<file path="src/design/sadc_pkg.sv">
// Shared constants, field layouts and types of the sensor converter control
package sadc_pkg;

	// ********************************************************************
	// Register addresses
	// ********************************************************************
	localparam int ADDR_W = 16;
	localparam logic [15:0] ADDR_CONTROL = 16'h22ab;
	localparam logic [15:0] ADDR_RESULT_HIGH = 16'h22ac;
	localparam logic [15:0] ADDR_RESULT_LOW = 16'h22ad;
	localparam logic [15:0] ADDR_BIAS_HIGH = 16'h22ae;
	localparam logic [15:0] ADDR_BIAS_LOW = 16'h22af;
	localparam logic [15:0] ADDR_IRQ_STATUS = 16'h22b0;
	localparam logic [15:0] ADDR_IRQ_MASK = 16'h22b1;

	// ********************************************************************
	// Field layouts and reset values
	// ********************************************************************
	localparam int DATA_W = 8;
	localparam int CTRL_EN_BIT = 7;
	localparam int CTRL_DONE_BIT = 6;
	localparam int REF_MSB = 5;
	localparam int REF_LSB = 4;
	localparam int CHAN_MSB = 3;
	localparam int VAL_W = 15;
	localparam int MEAN_W = 8;
	localparam int HIGH_LSB = 7;
	localparam int LOW_MSB = 6;
	localparam int LOW_SHIFT = 1;
	localparam logic [7:0] RESET_BYTE = 8'h00;
	localparam logic [14:0] RESET_VAL = 15'h0000;
	localparam logic [6:0] PAD_ZERO = 7'h00;
	localparam logic RSVD_BIT_VAL = 1'b0;
	localparam int IRQ_W = 2;
	localparam int IRQ_DONE_BIT = 0;
	localparam int IRQ_RSVD_BIT = 1;
	localparam logic [1:0] IRQ_RESET = 2'h0;

	// ********************************************************************
	// Reference and input channel codes
	// ********************************************************************
	localparam logic [1:0] REF_INTERNAL = 2'h0;
	localparam logic [1:0] REF_RESERVED = 2'h1;
	localparam logic [1:0] REF_EXTERNAL = 2'h2;
	localparam logic [1:0] REF_SUPPLY = 2'h3;
	localparam logic [3:0] CH_LAST_VALID = 4'h9;

	// ********************************************************************
	// Timing
	// ********************************************************************
	localparam int CLK_HZ = 100_000_000;
	localparam int SAMPLE_HZ = 8000;
	localparam int SAMPLE_CYCLES = CLK_HZ / SAMPLE_HZ;
	localparam int CNT_W = 16;
	localparam int SYNC_STAGES = 3;

	// ********************************************************************
	// Types
	// ********************************************************************
	typedef struct packed {
		logic wr;
		logic rd;
		logic [15:0] addr;
		logic [7:0] wdata;
	} sadc_bus_req_type;

	typedef struct packed {
		logic enable;
		logic [1:0] ref_sel;
		logic [3:0] chan;
	} sadc_ctrl_type;

	typedef enum logic [2:0] {
		ST_IDLE = 3'b001,
		ST_COUNT = 3'b010,
		ST_CAPTURE = 3'b100
	} sadc_state_type;

	// Raw sample minus bias, floored at zero
	function automatic logic [14:0] sadc_sat_sub(input logic [14:0] a,
		input logic [14:0] b);
		return (a > b) ? (a - b) : RESET_VAL;
	endfunction : sadc_sat_sub

endpackage : sadc_pkg

</file>
<file path="src/design/sadc_pin_sync.sv">
// Three-stage synchroniser for a bus arriving from outside the clock domain
`timescale 1ns/1ps
`default_nettype none
module sadc_pin_sync
	import sadc_pkg::*;
#(
	parameter int WIDTH = 8
) (
	input wire logic ref_clk_in,
	input wire logic rst_n_in,
	input wire logic [WIDTH-1:0] d_in,
	output var logic [WIDTH-1:0] q_out
);

	logic [WIDTH-1:0] s1_reg;
	logic [WIDTH-1:0] s2_reg;
	logic [WIDTH-1:0] s3_reg;
	logic [WIDTH-1:0] q_reg;
	logic [WIDTH-1:0] q_next;

	// Accept a new value only once stages two and three agree
	always_comb begin
		q_next = q_reg;
		if (s2_reg == s3_reg) begin
			q_next = s3_reg;
		end
	end

	// Register chain; stage one feeds stage two only
	always_ff @(posedge ref_clk_in or negedge rst_n_in) begin
		if (!rst_n_in) begin
			s1_reg <= '0;
			s2_reg <= '0;
			s3_reg <= '0;
			q_reg <= '0;
		end else begin
			s1_reg <= d_in;
			s2_reg <= s1_reg;
			s3_reg <= s2_reg;
			q_reg <= q_next;
		end
	end

	assign q_out = q_reg;

endmodule : sadc_pin_sync
`default_nettype wire

</file>
<file path="src/design/sadc_control.sv">
// Sensor converter control: registers, fixed-rate sampling, bias correction
//
// Notes on behaviour
// - Each result carries eight meaningful bits taken from the selected input.
// - Samples are taken at one fixed 8 kHz rate; no setting changes it.
// - Control bits 5:4 pick the reference; code 01 is reserved.
// - Control bits 3:0 pick the input channel; codes above 1001 reserved.
// - Result is 15 bits: high register bits 14:7, low register 7:1, bit 0 zero.
// - Only the upper eight result bits are meaningful data.
// - A software-written bias corrects the offset before the result is shown.
// - Bias is 15 bits split like the result; both halves read and write.
//
// The address-and-strobe port was chosen for this implementation.
`timescale 1ns/1ps
`default_nettype none
module sadc_control
	import sadc_pkg::*;
#(
	parameter int SAMPLE_PERIOD_CYCLES = SAMPLE_CYCLES
) (
	input wire logic ref_clk_in,
	input wire logic rst_n_in,
	input wire sadc_bus_req_type bus_in,
	input wire logic [7:0] raw_sample_in,
	output var logic [7:0] rdata_out,
	output var logic irq_out,
	output var logic converter_enable_out,
	output var logic [1:0] reference_select_out,
	output var logic [3:0] input_channel_select_out,
	output var logic sample_strobe_out
);

	// ********************************************************************
	// Declarations
	// ********************************************************************
	localparam logic [15:0] LAST_COUNT = 16'(SAMPLE_PERIOD_CYCLES - 2);

	sadc_ctrl_type ctrl_reg;
	sadc_ctrl_type ctrl_next;
	logic done_reg;
	logic done_next;
	logic [14:0] bias_reg;
	logic [14:0] bias_next;
	logic [14:0] result_reg;
	logic [14:0] result_next;
	logic [1:0] status_reg;
	logic [1:0] status_next;
	logic [1:0] mask_reg;
	logic [1:0] mask_next;
	logic [7:0] rdata_reg;
	logic [7:0] rdata_next;
	logic irq_reg;
	logic irq_next;
	sadc_state_type state_reg;
	sadc_state_type state_next;
	logic [15:0] count_reg;
	logic [15:0] count_next;
	logic strobe_reg;
	logic strobe_next;
	logic result_load;
	logic cfg_reserved;
	logic [7:0] sample_sync;
	logic [7:0] read_mux;
	logic [14:0] raw_full;

	// ********************************************************************
	// Sample input crossing
	// ********************************************************************
	sadc_pin_sync #(
		.WIDTH(MEAN_W)
	) u_sample_sync (
		.ref_clk_in(ref_clk_in),
		.rst_n_in(rst_n_in),
		.d_in(raw_sample_in),
		.q_out(sample_sync)
	);

	// Eight meaningful bits sit at the top, lower bits padded zero
	assign raw_full = {sample_sync, PAD_ZERO};

	// ********************************************************************
	// Conversion sequencer
	// ********************************************************************

	// Fixed period counter; no register reaches the period
	always_comb begin
		state_next = state_reg;
		count_next = count_reg;
		strobe_next = 1'b0;
		result_next = result_reg;
		result_load = 1'b0;
		case (state_reg)
			ST_IDLE: begin
				count_next = '0;
				if (ctrl_reg.enable) begin
					state_next = ST_COUNT;
				end
			end
			ST_COUNT: begin
				if (!ctrl_reg.enable) begin
					state_next = ST_IDLE;
					count_next = '0;
				end else if (count_reg == LAST_COUNT) begin
					state_next = ST_CAPTURE;
					count_next = '0;
				end else begin
					count_next = count_reg + 16'h0001;
				end
			end
			ST_CAPTURE: begin
				// Bias-corrected value stored once per period
				result_next = sadc_sat_sub(raw_full, bias_reg);
				result_load = 1'b1;
				strobe_next = 1'b1;
				state_next = ctrl_reg.enable ? ST_COUNT : ST_IDLE;
			end
			default: begin
				state_next = ST_IDLE;
				count_next = '0;
			end
		endcase
	end

	// Sequencer registers
	always_ff @(posedge ref_clk_in or negedge rst_n_in) begin
		if (!rst_n_in) begin
			state_reg <= ST_IDLE;
			count_reg <= '0;
			strobe_reg <= 1'b0;
			result_reg <= RESET_VAL;
		end else begin
			state_reg <= state_next;
			count_reg <= count_next;
			strobe_reg <= strobe_next;
			result_reg <= result_next;
		end
	end

	// ********************************************************************
	// Register file
	// ********************************************************************

	// Reserved reference or channel code written while configuring
	assign cfg_reserved = bus_in.wr && (bus_in.addr == ADDR_CONTROL) &&
		((bus_in.wdata[REF_MSB:REF_LSB] == REF_RESERVED) ||
		(bus_in.wdata[CHAN_MSB:0] > CH_LAST_VALID));

	// Read data selection; unmapped addresses read zero
	always_comb begin
		case (bus_in.addr)
			ADDR_CONTROL: read_mux = {ctrl_reg.enable, done_reg,
				ctrl_reg.ref_sel, ctrl_reg.chan};
			ADDR_RESULT_HIGH: read_mux = result_reg[VAL_W-1:HIGH_LSB];
			ADDR_RESULT_LOW: read_mux = {result_reg[LOW_MSB:0],
				RSVD_BIT_VAL};
			ADDR_BIAS_HIGH: read_mux = bias_reg[VAL_W-1:HIGH_LSB];
			ADDR_BIAS_LOW: read_mux = {bias_reg[LOW_MSB:0], RSVD_BIT_VAL};
			ADDR_IRQ_STATUS: read_mux = {6'h00, status_reg};
			ADDR_IRQ_MASK: read_mux = {6'h00, mask_reg};
			default: read_mux = RESET_BYTE;
		endcase
	end

	// Writes, read side effects, event flags; hardware set beats clear
	always_comb begin
		ctrl_next = ctrl_reg;
		done_next = done_reg;
		bias_next = bias_reg;
		mask_next = mask_reg;
		status_next = status_reg;
		rdata_next = RESET_BYTE;
		if (bus_in.wr) begin
			case (bus_in.addr)
				ADDR_CONTROL: begin
					ctrl_next.enable = bus_in.wdata[CTRL_EN_BIT];
					ctrl_next.ref_sel = bus_in.wdata[REF_MSB:REF_LSB];
					ctrl_next.chan = bus_in.wdata[CHAN_MSB:0];
				end
				ADDR_BIAS_HIGH: begin
					bias_next[VAL_W-1:HIGH_LSB] = bus_in.wdata;
				end
				ADDR_BIAS_LOW: begin
					bias_next[LOW_MSB:0] = bus_in.wdata[DATA_W-1:LOW_SHIFT];
				end
				ADDR_IRQ_MASK: begin
					mask_next = bus_in.wdata[IRQ_W-1:0];
				end
				default: begin
				end
			endcase
		end
		if (bus_in.rd) begin
			rdata_next = read_mux;
			if (bus_in.addr == ADDR_CONTROL) begin
				done_next = 1'b0;
			end
			if (bus_in.addr == ADDR_IRQ_STATUS) begin
				status_next = IRQ_RESET;
			end
		end
		if (result_load) begin
			done_next = 1'b1;
			status_next[IRQ_DONE_BIT] = 1'b1;
		end
		if (cfg_reserved) begin
			status_next[IRQ_RSVD_BIT] = 1'b1;
		end
		irq_next = |(status_next & mask_next);
	end

	// Register file flops
	always_ff @(posedge ref_clk_in or negedge rst_n_in) begin
		if (!rst_n_in) begin
			ctrl_reg <= '0;
			done_reg <= 1'b0;
			bias_reg <= RESET_VAL;
			mask_reg <= IRQ_RESET;
			status_reg <= IRQ_RESET;
			rdata_reg <= RESET_BYTE;
			irq_reg <= 1'b0;
		end else begin
			ctrl_reg <= ctrl_next;
			done_reg <= done_next;
			bias_reg <= bias_next;
			mask_reg <= mask_next;
			status_reg <= status_next;
			rdata_reg <= rdata_next;
			irq_reg <= irq_next;
		end
	end

	// Outputs straight from flops
	assign rdata_out = rdata_reg;
	assign irq_out = irq_reg;
	assign converter_enable_out = ctrl_reg.enable;
	assign reference_select_out = ctrl_reg.ref_sel;
	assign input_channel_select_out = ctrl_reg.chan;
	assign sample_strobe_out = strobe_reg;

	localparam logic [15:0] GAP_LAST = 16'(SAMPLE_PERIOD_CYCLES - 1);
	logic [15:0] gap_reg;
	logic [15:0] gap_next;
	logic seen_reg;
	logic seen_next;

	// Cycles since last strobe while continuously enabled
	always_comb begin
		gap_next = strobe_reg ? 16'h0000 : gap_reg + 16'h0001;
		seen_next = (seen_reg || strobe_reg) && ctrl_reg.enable;
	end

	always_ff @(posedge ref_clk_in or negedge rst_n_in) begin
		if (!rst_n_in) begin
			gap_reg <= '0;
			seen_reg <= 1'b0;
		end else begin
			gap_reg <= gap_next;
			seen_reg <= seen_next;
		end
	end
endmodule : sadc_control
`default_nettype wire

</file>
<file path="config.mk">
export PLATFORM = sky130hd
export DESIGN_NAME = sadc_control
export DESIGN_NICKNAME = d
export VERILOG_FILES = /design/src/design/sadc_pkg.sv /design/src/design/sadc_pin_sync.sv /design/src/design/sadc_control.sv
export SDC_FILE = /design/constraint.sdc
export NUM_CORES = 1
export LEC_CHECK = 0
export ABC_AREA = 1
export BUFFER_PORTS_ARGS = -buffer_cell sky130_fd_sc_hd__buf_2
export CORE_UTILIZATION = 58
export CTS_BUF_LIST = sky130_fd_sc_hd__clkbuf_16
export DETAILED_ROUTE_END_ITERATION = 7
export GPL_TIMING_DRIVEN = 0
export HOLD_SLACK_MARGIN = 0.15
export PLACE_DENSITY = 0.88
export SLEW_MARGIN = 20
export SYNTH_ARGS = -nofsm -noshare
export SYNTH_HDL_FRONTEND = slang
export SYNTH_SLANG_ARGS = --single-unit
</file>
<file path="constraint.sdc">
create_clock -name ref_clk_in -period 4.6 [get_ports ref_clk_in]
set_clock_uncertainty 0.15 [all_clocks]
set_input_delay 0.46 -clock ref_clk_in [delete_from_list [all_inputs] [get_ports ref_clk_in]]
set_output_delay 0.46 -clock ref_clk_in [all_outputs]
set_load 0.02 [all_outputs]
</file>
==> results.sh, run 1 <==
export IMPL_status="complete, no violations"
export IMPL_dp_cells=771
export IMPL_synth_area_leaders="dfrtp_1 (49%), nand2_1 (10%), nand4_1 (4.8%), inv_1 (4.7%), nand3_1 (3.9%)"
export IMPL_drc=0
export IMPL_core_area_mm2=0.00876
export IMPL_antenna_found_initial=0
export IMPL_seq_area_mm2=0.00258
export IMPL_die_h_um=97.2
export IMPL_period_minus_slack_ns=2.32
export IMPL_startpoint_type="flop"
export IMPL_nFillCells=636
export IMPL_overflow=0
export IMPL_cts_reportedPaths_clkPinSlew_ns=0.07
export IMPL_fin_ws_ns=2.28
export IMPL_cap_violations=0
export IMPL_port_buffers=51
export IMPL_instances_no_fill=796
export IMPL_num_antenna_cells=0
export IMPL_hp_class="reg -> reg"
export IMPL_ys_flop_type="dfrtp_1"
export IMPL_wl_mm=12.0
export IMPL_start_util_pct=60.0
export IMPL_synth_cell_type_count=44
export IMPL_area_delta_synth_final_pct=15.4
export IMPL_slew_headroom_pct=62.0
export IMPL_yosys_warnings=0
export IMPL_drive_gt1_share_pct=18.6
export IMPL_synth_common_cells="nand2_1 (145), dfrtp_1 (102), inv_1 (66)"
export IMPL_p_per_area_mw_per_mm2=325
export IMPL_drt_pass1_iterations=5
export IMPL_hpwl_mm=8.73
export IMPL_synth_edf_count=0
export IMPL_avgSynthCellArea_um2=8.60
export IMPL_cts_num_sinks=103
export IMPL_path_max_fanout=10
export IMPL_cts_buffers=9
export IMPL_drv_slew=0
export IMPL_ys_seq_area_share_pct=49.0
export IMPL_crit_type="reg -> reg"
export IMPL_max_clock_path_buffers=2
export IMPL_drt_iter0_markers=336
export IMPL_grt_max_degree=86
export IMPL_rows=34
export IMPL_ant_nets=0
export IMPL_largest_register_ffs=16
export IMPL_synthMostInstantiatedCell="nand2_1"
export IMPL_tritoncts="yes"
export IMPL_grt_usage_pct=27.0
export IMPL_fmax_mhz=432
export IMPL_synthDominantCellAreaShare_pct=48.5
export IMPL_synthCells=611
export IMPL_dieArea_mm2=0.00945
export IMPL_synth_top_area_cell="dfrtp_1"
export IMPL_die_x_um=97.2
export IMPL_first_global_vias=4436
export IMPL_tightestPinTransition_ns=0.569
export IMPL_cts_resized=0
export IMPL_total_leakage_power_uw=0.00309
export IMPL_period_share_pct=50.4
export IMPL_wl_per_cell_um=15.1
export IMPL_nNetsFinal=730
export IMPL_async_reset_ff_share_pct=100
export IMPL_pre_cts_ws_ns=2.37
export IMPL_grt_pass1_wl_mm=20.3
export IMPL_synth_seq_cells=103
export IMPL_synth_area_mm2=0.00526
export IMPL_synth_nets=658
export IMPL_gp_congestion=0.909
export IMPL_multiInputGateArea_mm2=0.00233
export IMPL_cts_max_level=3
export IMPL_end_kind="flop"
export IMPL_worstPathArrival_ns=2.41
export IMPL_clkLatencyLatePin_ns=0.34
export IMPL_ios=53
export IMPL_via_per_inst=5.65
export IMPL_rsz0062_at_grt="false"
export IMPL_setup_viol=0
export IMPL_via_count=4494
export IMPL_hold_viol_final=0
export IMPL_p_total_uw=1970
export IMPL_critical_path_required_ns=4.69
export IMPL_clockRootBuffer="clkbuf_16"
export IMPL_peakVddDrop_v=0.000272
export IMPL_tns_ns=0
-- area by class of cell --
cell class	instances	area share [%]
flip-flops and latches	103	42.5
inverters	70	4.37
repair buffers	61	6.25
multi-input cells	424	38.4
clock inverters	7	1.18
clock buffers	9	3.71
well taps	108	2.23
plain buffers	14	1.40
-- what timing repair did --
item                       in CTS  in global routing
hold endpoints to repair       93                  0
buffers inserted                0                  0
hold buffers                    9                  0
setup endpoints to repair       0                  0
-- through the flow --
step                instance area [µm²]  util (%)  hold slack (ns)
floorplan                          5260         -           0.0144
global placement                   5650      64.4            0.182
detailed placement                 5680      64.8            0.158
CTS                                6070      69.2            0.203
global route                       6070      69.2            0.209
finish                             6070      69.2            0.203
-- placed cells by master, fill, tap and decap left out, types with 3 or more instances in the layout --
master         count
a21o_1             3
a21oi_1            7
buf_2             57
buf_6              3
clkbuf_16          9
dfrtp_1          102
dlygate4sd3_1      9
ha_1              11
inv_1             66
inv_2              3
inv_6              4
nand2_1          145
nand2_2            8
nand3_1           41
nand3_2            3
nand4_1           40
nand4_2            3
nor2_1            46
nor2_2            12
nor2_4             6
nor3_1            10
o21ai_0           32
o21ai_1           13
o21ai_2            3
xnor2_1            9
xor2_1            13
-- power breakdown --
part / switching [µW] / internal (µW) / leakage, µW
logic: 184 / 109 / 0.00158
clock network: 358 / 384 / 0.000146
registers: 13.1 / 926 / 0.00136
total: 555 / 1420 / 0.00309
-- worst max-delay path, cell delays in order (launching register included) --
cell and delay [ns]:
dfrtp_1 0.37, inv_1 0.10, ha_1 0.36, a21oi_1 0.21, o21ai_0 0.16, a21oi_2 0.19
nor2_2 0.04, nor2_1 0.24, nor2_4 0.10, buf_6 0.15, nand2_1 0.08, nand2_1 0.05
-- path summary, 6_finish.rpt --
path                                         start                 endpoint  slack [ns]  cells after the start
max                                    bias_reg[8]            result_reg[8]        2.28                     11
max reg2reg                            bias_reg[8]            result_reg[8]        2.28                     11
max in group asynchronous                 rst_n_in             state_reg[0]        3.26                      3
min in group asynchronous                 rst_n_in             rdata_out[2]        0.36                      2
min                        u_sample_sync.s1_reg[1]  u_sample_sync.s2_reg[1]        0.20                      0
min reg2reg                u_sample_sync.s1_reg[1]  u_sample_sync.s2_reg[1]        0.20                      0
-- metal layers --
metal  up-vias  track usage, %  share of wire [%]
met5         -               0                  0
met4         0            11.4                2.5
met3        31            4.17                5.5
met2       178            47.8                 51
met1      2123            33.0                 41
li1       2162               -                  -
-- kinds of logic (layout without fill, tap and decap cells) --
group           count (synthesis)  in the layout  share of synthesized area, %
compound gates                 66             66                          6.97
xor+xnor                       22             22                          3.67
fa+ha+maj                      11             11                          2.62
buf+inv                        84            161                          6.66
flops                         103            103                          49.0
simple gates                  325            325                          31.0
No activity file was read; power rests on OpenSTA's default activity.
==> inputs of run 2 (changes only) <==
clock period = 2.3 ns   (was 4.6 ns; I/O delays follow)
==> results.sh, run 2 (same netlist as run 1, synthesis figures left out) <==
export IMPL_status="complete, no violations"
export IMPL_clockRootBuffer="clkbuf_16"
export IMPL_fmax_mhz=466
export IMPL_drt_pass1_iterations=5
export IMPL_final_cell_mix="nand2_1 (145), dfrtp_1 (102), inv_1 (66)"
export IMPL_hold_viol_final=0
export IMPL_largest_register_ffs=16
export IMPL_cts_reportedPaths_clkPinSlew_ns=0.08
export IMPL_port_buffers=51
export IMPL_cts_buffers=9
export IMPL_final_area_mm2=0.00620
export IMPL_drive_gt1_share_pct=18.8
export IMPL_grt_pass1_wl_mm=21.3
export IMPL_drt_iter0_markers=397
export IMPL_nNetsFinal=743
export IMPL_crit_cells=11
export IMPL_rsz0062_at_grt="false"
export IMPL_first_global_vias=4584
export IMPL_worstPathArrival_ns=2.28
export IMPL_wl_mm=12.7
export IMPL_wl_per_cell_um=15.7
export IMPL_crit_buf_inv=2
export IMPL_area_delta_synth_final_pct=17.9
export IMPL_tritoncts="yes"
export IMPL_die_x_um=97.2
export IMPL_dieArea_mm2=0.00945
export IMPL_rows=34
export IMPL_start_util_pct=60.0
export IMPL_peakVddDrop_v=0.000539
export IMPL_total_leakage_power_uw=0.00315
export IMPL_cts_max_level=3
export IMPL_rr_worst_depth=11
export IMPL_grt_max_degree=86
export IMPL_die_h_um=97.2
export IMPL_num_antenna_cells=0
export IMPL_final_common_cell="nand2_1"
export IMPL_dp_cells=771
export IMPL_period_minus_slack_ns=2.15
export IMPL_dpl_cell_area_mm2=0.00568
export IMPL_min_delay_path_depth=6
export IMPL_period_share_pct=93.3
export IMPL_met2_usage_pct=51.2
export IMPL_core_area_mm2=0.00876
export IMPL_cpPeakStageDelay_ns=0.38
export IMPL_overflow=0
export IMPL_drv_slew=0
export IMPL_end_kind="flop"
export IMPL_top_usage_layer="met2"
export IMPL_internal_power_uw=2860
export IMPL_gp_congestion=0.909
export IMPL_instances_no_fill=809
export IMPL_via_per_inst=5.72
export IMPL_hp_class="in -> reg"
export IMPL_cap_violations=0
export IMPL_setup_viol=0
export IMPL_met1_usage_pct=33.4
export IMPL_p_switching_uw=1140
export IMPL_p_seq_share_pct=47.0
export IMPL_clkLatencyLatePin_ns=0.35
export IMPL_path_common_cell="nand2_1"
export IMPL_ant_nets=0
export IMPL_grtUsageMet3_pct=6.47
export IMPL_p_per_area_mw_per_mm2=645
export IMPL_path_delay_family="simple AND/OR/NAND/NOR gates"
export IMPL_antenna_found_initial=0
export IMPL_path_max_fanout=10
export IMPL_ios=53
export IMPL_via_count=4625
export IMPL_drc=0
export IMPL_comb_power_share_pct=15.6
export IMPL_switching_share_pct=28.5
export IMPL_critical_path_required_ns=2.44
export IMPL_startpoint_type="flop"
export IMPL_crit_type="reg -> reg"
export IMPL_cts_num_sinks=103
export IMPL_max_clock_path_buffers=2
export IMPL_slew_headroom_pct=48.6
export IMPL_crit_chain="inv_1 -> ha_1 -> nand2_1 -> nor3_1 -> a21oi_2 -> nor2_2 -> nor2_2 -> nor2_4 -> buf_6 -> nand2_1 -> nand2_1"
export IMPL_grt_usage_pct=28.6
export IMPL_clkPwrFrac_pct=37.4
export IMPL_hpwl_mm=8.73
export IMPL_crit_path_top_delay_cell="dfrtp_1"
export IMPL_tightestPinTransition_ns=0.768
[run 2: path summary, 6_finish.rpt]
kind                                          from                      end  slack, ns
setup / recovery                       bias_reg[8]            result_reg[8]       0.15
hold / removal                          bus_in[18]              mask_reg[0]       0.18
setup reg to reg                       bias_reg[8]            result_reg[8]       0.15
hold reg to reg            u_sample_sync.s1_reg[4]  u_sample_sync.s2_reg[4]       0.20
max in group asynchronous                 rst_n_in           result_reg[10]       0.59
min in group asynchronous                 rst_n_in                 done_reg       0.30
[run 2: layout make-up]
type / instances / area [µm²]
clock inverters: 7 / 71.3
fillers: 607 / 2560
clock buffers: 9 / 225
plain buffers: 14 / 85.1
flip-flops and latches: 103 / 2580
repair buffers: 74 / 504
inverters: 70 / 265
well taps: 108 / 135
multi-input cells: 424 / 2330
[run 2: per-stage QoR]
stage	setup TNS [ns]	power [µW]	hold WS [ns]	worst slack (ns)	util (%)
after floorplan	0	2310	-0.216	0.431	-
after global placement	-11.76	2450	0.182	-0.123	64.4
after detailed placement	0	2480	-0.0725	0.0740	64.8
after CTS	0	3980	0.179	0.0332	70.5
after global routing	0	4160	0.209	0.0391	70.7
final	0	4000	0.180	0.154	70.7
[run 2: power groups by stage]
| stage | clock network, µW | registers [µW] | logic [µW] |
|---|---|---|---|
| after floorplan | 0 | 1910 | 402 |
| after global placement | 0 | 1910 | 543 |
| after detailed placement | 0 | 1910 | 563 |
| after CTS | 1510 | 1880 | 596 |
| after global routing | 1580 | 1880 | 700 |
| final | 1500 | 1880 | 622 |
[run 2: what timing repair did]
item / 4_1_cts / 5_1_grt
buffers inserted: 0 / 2
endpoints found under the setup margin: 0 / 10
endpoints found under the hold margin: 138 / 0
hold buffers: 20 / 0
resized for setup: 0 / 3
[run 2: layer usage]
metal  vias to the layer above  share of wire [%]
met2                       204                 52
met3                        47                6.2
met1                      2188                 39
met5                         -                  0
met4                         0                3.3
li1                       2186                  -
[run 2: worst register-to-register path: stages, from the launching register on]
cell and delay, ns:
dfrtp_1 0.38, inv_1 0.10, ha_1 0.38, nand2_1 0.15
nor3_1 0.21, a21oi_2 0.11, nor2_2 0.10, nor2_2 0.06
nor2_4 0.17, buf_6 0.16, nand2_1 0.08, nand2_1 0.06
